$ cat src/common/lfus_pkg.sv
// Constants for the LED fault and serial receive status register group
package lfus_pkg;
  // Register addresses
  localparam logic [7:0] ADDR_SERIAL_ERR = 8'h11;
  localparam logic [7:0] ADDR_SHORT = 8'h12;
  localparam logic [7:0] ADDR_OPEN = 8'h13;
  localparam logic [7:0] ADDR_TRACE = 8'h14;
  // Register data width and vector width
  localparam int REG_W = 13;
  localparam int DRV_N = 12;
  // Serial error flag positions
  localparam int BIT_WATCHDOG = 8;
  localparam int BIT_TIMEOUT = 7;
  localparam int BIT_CHECKSUM = 6;
  localparam int BIT_SYNC_PAR = 5;
  localparam int BIT_PL_PAR = 4;
  localparam int BIT_SYNC_STOP = 3;
  localparam int BIT_PL_STOP = 2;
  localparam int BIT_PL_START = 1;
  // Mask of implemented serial flags, bits 8:1
  localparam logic [12:0] SERIAL_MASK = 13'h01fe;
  // Summary bit positions in the general status word
  localparam int SUM_SERIAL = 6;
  localparam int SUM_TRACE = 5;
  localparam int SUM_OPEN = 4;
  localparam int SUM_SHORT = 3;
  // Reset values
  localparam logic [12:0] RST_VAL = 13'h0000;
  // Receive timeout in bit periods
  localparam int TIMEOUT_BITS = 16;
endpackage

$ cat src/rtl/lfus_flag_bank.sv
// Generic sticky write-one-to-clear flag bank
`timescale 1ns/1ps
module lfus_flag_bank #(
  parameter int W = 12
) (
  // Clock and reset
  input wire logic core_clk,
  input wire logic rst,
  // Hardware set events and software clear mask
  input wire logic [W-1:0] set_i,
  input wire logic [W-1:0] clr_i,
  // Stored flags
  output logic [W-1:0] flags_q
);
  logic [W-1:0] flags_d; // Next flag state

  // Set wins over clear so an event in the clearing cycle survives
  always_comb begin
    flags_d = (flags_q & ~clr_i) | set_i;
  end

  // Registered flags, cleared at reset
  always_ff @(posedge core_clk) begin
    if (rst) begin
      flags_q <= '0;
    end else begin
      flags_q <= flags_d;
    end
  end
endmodule

$ cat src/rtl/lfus_status_regs.sv
// Serial receive error and LED fault status registers with summary bits
`timescale 1ns/1ps
module lfus_status_regs #(
  parameter int CYC_PER_BIT = 10, // Core clocks per serial bit period
  parameter int WD_CNT_W = 16 // Width of the inactivity counter
) (
  // Clock and reset
  input wire logic core_clk,
  input wire logic rst,
  // Serial receive pin, asynchronous
  input wire logic rx_pin,
  // Receiver between-frames indication, same clock
  input wire logic rx_idle_between,
  // Receiver error events, one-cycle pulses, same clock
  input wire logic checksum_fail,
  input wire logic sync_frame_parity_err,
  input wire logic payload_parity_err,
  input wire logic sync_frame_stop_err,
  input wire logic payload_stopbit_err,
  input wire logic payload_startbit_err,
  // Inactivity duration from the serial configuration register, in core clocks
  input wire logic [WD_CNT_W-1:0] inactivity_duration_field,
  // Per-driver fault detection pulses
  input wire logic [11:0] short_detect,
  input wire logic [11:0] open_detect,
  input wire logic [11:0] trace_detect,
  // Register access from the serial command decoder
  input wire logic reg_wr,
  input wire logic reg_rd,
  input wire logic [7:0] reg_addr,
  input wire logic [12:0] reg_wdata,
  // Read data and valid strobe
  output logic [12:0] reg_rdata_q,
  output logic reg_rvalid_q,
  // Transaction rejected for bad checksum
  output logic reject_q,
  // Switches forced to the watchdog state
  output logic force_wd_state_q,
  // General status summary bits
  output logic any_serial_summary_q,
  output logic open_trace_summary_q,
  output logic any_open_summary_q,
  output logic any_short_summary_q
);
  // Cycles of silence before a receive timeout
  localparam int TO_CYC = lfus_pkg::TIMEOUT_BITS * CYC_PER_BIT;
  localparam int TO_W = $clog2(TO_CYC + 1);

  // Refuse parameters the counters cannot serve, at elaboration
  if (CYC_PER_BIT < 1 || WD_CNT_W < 1) begin : g_bad_param
    $error("lfus_status_regs: bad parameters");
  end

  // Pin synchroniser; first stage read only by the second
  logic rx_s1_q, rx_s1_d;
  logic rx_s2_q, rx_s2_d;
  logic rx_prev_q, rx_prev_d; // Last synchronised level for edge detect
  logic rx_edge; // Transition on the receive line
  // Silence counters
  logic [WD_CNT_W-1:0] wd_cnt_q, wd_cnt_d;
  logic [TO_W-1:0] to_cnt_q, to_cnt_d;
  logic wd_hit, to_hit; // Counter expiry pulses
  logic wd_arm_q, wd_arm_d; // One flag per silent stretch
  logic to_arm_q, to_arm_d;
  // Flag bank plumbing
  logic [12:0] ser_set, ser_clr, ser_flags;
  logic [11:0] sh_clr, op_clr, tr_clr;
  logic [11:0] sh_flags, op_flags, tr_flags;
  logic wr_ser, wr_sh, wr_op, wr_tr; // Address decode
  // Output next values
  logic [12:0] rdata_d;
  logic rvalid_d, reject_d, force_d;
  logic sum_ser_d, sum_tr_d, sum_op_d, sum_sh_d;

  // Synchroniser, edge detect and silence counters
  always_comb begin
    rx_s1_d = rx_pin;
    rx_s2_d = rx_s1_q;
    rx_prev_d = rx_s2_q;
    rx_edge = rx_s2_q ^ rx_prev_q;
    wd_hit = 1'b0;
    to_hit = 1'b0;
    wd_arm_d = wd_arm_q;
    to_arm_d = to_arm_q;
    // Inactivity count restarts on any edge
    if (rx_edge) begin
      wd_cnt_d = '0;
      wd_arm_d = 1'b1;
    end else if (wd_cnt_q >= inactivity_duration_field) begin
      wd_cnt_d = wd_cnt_q;
      wd_hit = wd_arm_q;
      wd_arm_d = 1'b0;
    end else begin
      wd_cnt_d = wd_cnt_q + 1'b1;
    end
    // Timeout counts only while between frames; more than 16 bit periods
    if (rx_edge || !rx_idle_between) begin
      to_cnt_d = '0;
      to_arm_d = 1'b1;
    end else if (to_cnt_q > TO_W'(TO_CYC)) begin
      to_cnt_d = to_cnt_q;
      to_hit = to_arm_q;
      to_arm_d = 1'b0;
    end else begin
      to_cnt_d = to_cnt_q + 1'b1;
    end
  end

  // Register the link monitor state
  always_ff @(posedge core_clk) begin
    if (rst) begin
      rx_s1_q <= 1'b1;
      rx_s2_q <= 1'b1;
      rx_prev_q <= 1'b1;
      wd_cnt_q <= '0;
      to_cnt_q <= '0;
      wd_arm_q <= 1'b1;
      to_arm_q <= 1'b1;
    end else begin
      rx_s1_q <= rx_s1_d;
      rx_s2_q <= rx_s2_d;
      rx_prev_q <= rx_prev_d;
      wd_cnt_q <= wd_cnt_d;
      to_cnt_q <= to_cnt_d;
      wd_arm_q <= wd_arm_d;
      to_arm_q <= to_arm_d;
    end
  end

  // Decode writes and build set and clear masks
  always_comb begin
    wr_ser = reg_wr && (reg_addr == lfus_pkg::ADDR_SERIAL_ERR);
    wr_sh = reg_wr && (reg_addr == lfus_pkg::ADDR_SHORT);
    wr_op = reg_wr && (reg_addr == lfus_pkg::ADDR_OPEN);
    wr_tr = reg_wr && (reg_addr == lfus_pkg::ADDR_TRACE);
    ser_set = lfus_pkg::RST_VAL;
    ser_set[lfus_pkg::BIT_WATCHDOG] = wd_hit;
    ser_set[lfus_pkg::BIT_TIMEOUT] = to_hit;
    ser_set[lfus_pkg::BIT_CHECKSUM] = checksum_fail;
    ser_set[lfus_pkg::BIT_SYNC_PAR] = sync_frame_parity_err;
    ser_set[lfus_pkg::BIT_PL_PAR] = payload_parity_err;
    ser_set[lfus_pkg::BIT_SYNC_STOP] = sync_frame_stop_err;
    ser_set[lfus_pkg::BIT_PL_STOP] = payload_stopbit_err;
    ser_set[lfus_pkg::BIT_PL_START] = payload_startbit_err;
    // Write one clears; unimplemented bits ignore writes
    ser_clr = wr_ser ? (reg_wdata & lfus_pkg::SERIAL_MASK) : lfus_pkg::RST_VAL;
    sh_clr = wr_sh ? reg_wdata[11:0] : 12'h000;
    op_clr = wr_op ? reg_wdata[11:0] : 12'h000;
    tr_clr = wr_tr ? reg_wdata[11:0] : 12'h000;
  end

  // Serial error flags; unused bits never set so stay zero
  lfus_flag_bank #(.W(lfus_pkg::REG_W)) u_ser (
    .core_clk(core_clk),
    .rst(rst),
    .set_i(ser_set),
    .clr_i(ser_clr),
    .flags_q(ser_flags)
  );

  // Short vector, one bit per driver
  lfus_flag_bank #(.W(lfus_pkg::DRV_N)) u_short (
    .core_clk(core_clk),
    .rst(rst),
    .set_i(short_detect),
    .clr_i(sh_clr),
    .flags_q(sh_flags)
  );

  // Open vector, one bit per driver
  lfus_flag_bank #(.W(lfus_pkg::DRV_N)) u_open (
    .core_clk(core_clk),
    .rst(rst),
    .set_i(open_detect),
    .clr_i(op_clr),
    .flags_q(op_flags)
  );

  // Open trace vector
  lfus_flag_bank #(.W(lfus_pkg::DRV_N)) u_trace (
    .core_clk(core_clk),
    .rst(rst),
    .set_i(trace_detect),
    .clr_i(tr_clr),
    .flags_q(tr_flags)
  );

  // Read mux, reject, force and summaries
  always_comb begin
    rvalid_d = reg_rd;
    case (reg_addr)
      lfus_pkg::ADDR_SERIAL_ERR: rdata_d = ser_flags;
      lfus_pkg::ADDR_SHORT: rdata_d = {1'b0, sh_flags};
      lfus_pkg::ADDR_OPEN: rdata_d = {1'b0, op_flags};
      lfus_pkg::ADDR_TRACE: rdata_d = {1'b0, tr_flags};
      default: rdata_d = lfus_pkg::RST_VAL;
    endcase
    if (!reg_rd) begin
      rdata_d = reg_rdata_q; // Hold last answer between reads
    end
    reject_d = checksum_fail;
    // Forced state holds until the line moves again
    force_d = to_hit ? 1'b1 : (rx_edge ? 1'b0 : force_wd_state_q);
    // Summaries lag flags by one cycle since outputs are registered
    sum_ser_d = |ser_flags;
    sum_tr_d = |tr_flags;
    sum_op_d = |op_flags;
    sum_sh_d = |sh_flags;
  end

  // Output registers
  always_ff @(posedge core_clk) begin
    if (rst) begin
      reg_rdata_q <= lfus_pkg::RST_VAL;
      reg_rvalid_q <= 1'b0;
      reject_q <= 1'b0;
      force_wd_state_q <= 1'b0;
      any_serial_summary_q <= 1'b0;
      open_trace_summary_q <= 1'b0;
      any_open_summary_q <= 1'b0;
      any_short_summary_q <= 1'b0;
    end else begin
      reg_rdata_q <= rdata_d;
      reg_rvalid_q <= rvalid_d;
      reject_q <= reject_d;
      force_wd_state_q <= force_d;
      any_serial_summary_q <= sum_ser_d;
      open_trace_summary_q <= sum_tr_d;
      any_open_summary_q <= sum_op_d;
      any_short_summary_q <= sum_sh_d;
    end
  end
endmodule

$ cat config.mk
export PLATFORM = sky130hd
export DESIGN_NAME = lfus_status_regs
export DESIGN_NICKNAME = d
export VERILOG_FILES = /design/src/common/lfus_pkg.sv /design/src/rtl/lfus_flag_bank.sv /design/src/rtl/lfus_status_regs.sv
export SDC_FILE = /design/constraint.sdc
export NUM_CORES = 1
export LEC_CHECK = 0
export ABC_AREA = 1
export BUFFER_PORTS_ARGS = -buffer_cell sky130_fd_sc_hd__buf_4
export CAP_MARGIN = 25
export CORE_MARGIN = 2
export CORE_UTILIZATION = 55
export CTS_BUF_LIST = sky130_fd_sc_hd__clkbuf_8
export DETAILED_ROUTE_END_ITERATION = 10
export GPL_TIMING_DRIVEN = 0
export HOLD_SLACK_MARGIN = 0.15
export PLACE_DENSITY = 0.82
export SYNTH_ARGS = -nofsm -noshare
export SYNTH_HDL_FRONTEND = slang
export SYNTH_SLANG_ARGS = --single-unit
$ cat constraint.sdc
create_clock -name core_clk -period 2 [get_ports core_clk]
set_input_delay 0.1 -clock core_clk [delete_from_list [all_inputs] [get_ports core_clk]]
set_output_delay 0.1 -clock core_clk [all_outputs]
set_load 0.005 [all_outputs]
==> parameters.txt <==
Parameter                              Value

CTS
  Clock-pin transition on the worst setup and hold timing paths ... roughly 100 ps
  TritonCTS sink count ... 92
  Number of CTS-inserted buffers ... 9
  Root buf cell ... clkbuf_8
  Clock tree from TritonCTS ... done
  Clk buf depth ... 2
  Clk_lat worst skew ... 360 ps
  Level count of the clock H-tree ... 3

Synthesis
  Top cell type's share of synthesized area ... 39.6%
  Dominant synthesized flop cell ... dfxtp_1
  Post-synthesis instance area ... ~0.0047 mm^2
  Number of enable flip-flop cells after synthesis ... 0
  Gate count after technology mapping ... 650
  Mean instance size in the synthesized netlist ... 7.16 um^2
  Most instantiated cells after synthesis ... nand2_1 (129), dfxtp_1 (92), a21oi_1 (87), inv_1 (78), nand3_1 (74)
  Area leader, netlist ... dfxtp_1
  Top cells by area in the synthesized netlist ... dfxtp_1 (40%), nand2_1 (10%), a21oi_1 (9.4%)
  Synth unique cells ... 33
  Count of yosys warnings during synthesis ... 0
  Net count after synthesis ... 754
  Async set-reset flop share out of synthesis ... 0%
  Flip-flop and latch count after synthesis ... 92
  Seq/Total Area, Yosys ... 39.6%
  Most common cell in the synthesized netlist ... nand2_1

Detailed routing
  Post-route ant nets ... 0
  Routed WL per cell ... 15.6 um
  Total DRC errors in the routed layout ... 0
  Via count ... 5376
  First drt pass iteration count ... 5
  Vias/cell ... 5.63
  Number of design-rule violations left by the first detailed-router iteration ... 541
  Drt total wl ... 14900 um

Setup path
  Start point of the critical path ... rst
  Critical path start-end classification ... in2reg
  Endpoint of the lowest-slack register-to-register path ... wd_cnt_q[8]
  Crit path required time ... 2250 ps
  Maximum fanout along the worst path ... 10
  Nature of the critical path endpoint ... flip-flop
  Minimum setup slack among reg-to-reg paths ... 160 ps
  Cell depth of the worst flop-to-flop path ... 7
  Critical path endpoint ... u_trace.flags_q[3]
  Startpoint type of the worst setup path ... input pin
  Origin of the critical flop-to-flop path ... wd_cnt_q[9]
  Worst path arrival time ... 2190 ps

Timing
  Achievable frequency ... 515 MHz
  Final Critical Period ... slightly below 2000 ps
  Setup repair after global routing missed its margin ... no
  Final number of hold-violating endpoints ... 0
  Final count of pins violating max slew ... 0
  Transition time at the pin with the least slew margin ... 557 ps
  Fin crit share ... 97.1%
  Max Clock Skew ... 5.55 ps
  # setup viols final ... 0
  Setup slack after layout ... 57.3 ps
  Slew Limit Headroom ... 62.8%

Cells and area
  FILL cells ... approximately 540
  Layout cell share with drive strength beyond 1 ... 19.7%
  Layout overhead on the synthesized area ... 41.9%
  Final #Nets ... 948

Power
  Switching component of the power ... 1030 uW
  Internal power contribution ... 2940 uW
  Switching portion of total power ... 25.8%
  Power Dens Cells ... 601 mW/mm^2
  Part of the power in registers ... between 40 and 50%
  Clock network power share ... 35.7%
  Worst IR Drop VDD ... 415 uV
  Total chip power ... 3970 uW
  Combinational cell fraction of total power ... 14.4%
  Lkg Pwr ... between 0.003 and 0.004 uW

Global route
  Number of antenna violations at the first check in global routing ... 0
  Gr usage total ... 33.6%
  Global route total overflow ... 0
  Via count of the first global-routing pass ... 5214
  Maximum number of pins on one net before global-route repair ... 17
  First-pass GRT wire length ... 23800 um

Floorplan
  Die outline area ... between 0.009 and 0.01 mm^2
  Number of top-level design ports ... 105
  Initial standard-cell utilization of the core ... a little under three fifths
  Count of standard-cell rows ... 33
  Die height ... ~96 um
  Area of the core ... slightly above 0.008 mm^2
  DIE WIDTH ... 96.0 um

Placed design
  Quantity of I/O buffers inserted on ports ... approximately 100
  Worst setup slack after placement ... -12.3 ps
  Sum of net half-perimeters after detailed placement ... 10200 um
  Routability-driven placement congestion ratio ... 0.896

Run
  Max cap viols ... 0

Hold path
  Path type of the worst min-delay path ... in2reg

Outcome
  Status ... finished clean
-- metal layers --
| metal | GRT usage [%] | wire, um | vias to the layer above | share of wire [%] |
|---|---|---|---|---|
| li1 | - | - | 2535 | - |
| met1 | 40.8 | 5780 | 2428 | 39 |
| met2 | 57.0 | 7210 | 349 | 48 |
| met3 | 6.97 | 1380 | 64 | 9.2 |
| met4 | 15.5 | 557 | 0 | 3.7 |
| met5 | 0 | 0 | - | 0 |
-- worst max-delay path, cell delays in order --
cell and delay, ps:
dlygate4sd3_1 530, buf_4 130, clkbuf_1 400, clkbuf_2 340, a21oi_1 100, dlygate4sd3_1 590
-- metrics by stage --
stage               hold WS, ps  setup TNS [ps]  utilization, %  std cells  instance area, um^2
floorplan                   204               0               -        650                 4650
global placement            296               0            67.5        857                 5550
detailed placement          292           -21.1            67.5        857                 5550
CTS                         157               0            80.1        954                 6580
global route                168               0            80.3        954                 6600
finish                      155               0            80.4        955                 6600
-- area by class of cell --
cell class | count | area, um^2 | share of cell area [%]
clock buffers | 9 | 124 | 1.88
clock inverters | 7 | 100 | 1.52
diodes | 1 | 2.50 | 0.0379
plain buffers | 23 | 130 | 1.97
repair buffers | 183 | 1570 | 23.8
flip-flops and latches | 92 | 1850 | 28.0
inverters | 80 | 300 | 4.55
multi-input cells | 455 | 2400 | 36.3
well taps | 105 | 131 | 1.99
-- worst min-delay path by stage --
stage                                   end  cells past startpoint          from  slack, ps
after global routing      u_open.flags_q[3]                      4  reg_wdata[3]        170
after detailed placement            rx_s1_q                      2        rx_pin        290
after floorplan                     rx_s1_q                      1        rx_pin        200
final                     u_open.flags_q[2]                      4  reg_wdata[2]        160
after CTS                 u_open.flags_q[2]                      4  reg_wdata[2]        160
after global placement              rx_s1_q                      2        rx_pin        300
-- cells by family after synthesis --
group / count (synthesis) / share of synthesized area [%]
flops: 92 / 39.6
simple gates: 293 / 28.8
fa+ha+maj: 19 / 5.11
compound gates: 131 / 15.3
xor+xnor: 11 / 2.07
buf+inv: 103 / 9.09
other cells: 1 / 0.0806
-- power groups by stage --
stage / registers, uW / logic (uW) / clock network (uW)
after global placement: 2010 / 394 / 0
after global routing: 1990 / 617 / 1490
after detailed placement: 2010 / 411 / 0
after floorplan: 2000 / 197 / 0
final: 1980 / 569 / 1420
after CTS: 1970 / 547 / 1410
-- sequential cells by signal, indices dropped and copies added (netlist names) --
signal / flops
reg_rvalid_q: 1
u_open.flags_q: 12
rx_prev_q: 1
wd_arm_q: 1
u_trace.flags_q: 12
u_short.flags_q: 12
to_cnt_q: 8
force_wd_state_q: 1
reg_rdata_q: 12
any_open_summary_q: 1
wd_cnt_q: 16
rx_s1_q: 1
any_serial_summary_q: 1
u_ser.flags_q: 8
reject_q: 1
rx_prev_d: 1
open_trace_summary_q: 1
to_arm_q: 1
any_short_summary_q: 1
-- what timing repair did --
action / 4_1_cts / 5_1_grt
setup endpoints to repair: 10 / 21
pin swaps: 1 / 0
buffers inserted: 2 / 0
hold endpoints to repair: 53 / 0
hold buffers: 79 / 0
cloned: 0 / 0
resized for setup: 0 / 12
-- layout by cell type, fill, tap and decap left out, types with 3 or more instances in the layout --
| master | instances |
|---|---|
| clkbuf_8 | 9 |
| clkbuf_1 | 8 |
| xor2_1 | 7 |
| dfxtp_2 | 3 |
| buf_2 | 6 |
| nand3_1 | 74 |
| nor3_1 | 7 |
| inv_1 | 79 |
| a31oi_1 | 3 |
| dlygate4sd3_1 | 79 |
| xnor2_1 | 4 |
| nand2_1 | 129 |
| or2_2 | 4 |
| a21oi_1 | 87 |
| dfxtp_1 | 89 |
| nor4_1 | 11 |
| o21ai_2 | 10 |
| nand4_1 | 6 |
| buf_4 | 108 |
| o21ai_1 | 3 |
| o21ai_0 | 26 |
| nor3_4 | 3 |
| nor2_1 | 47 |
| ha_1 | 19 |
Note: power is estimated with default switching activity, not from simulation.
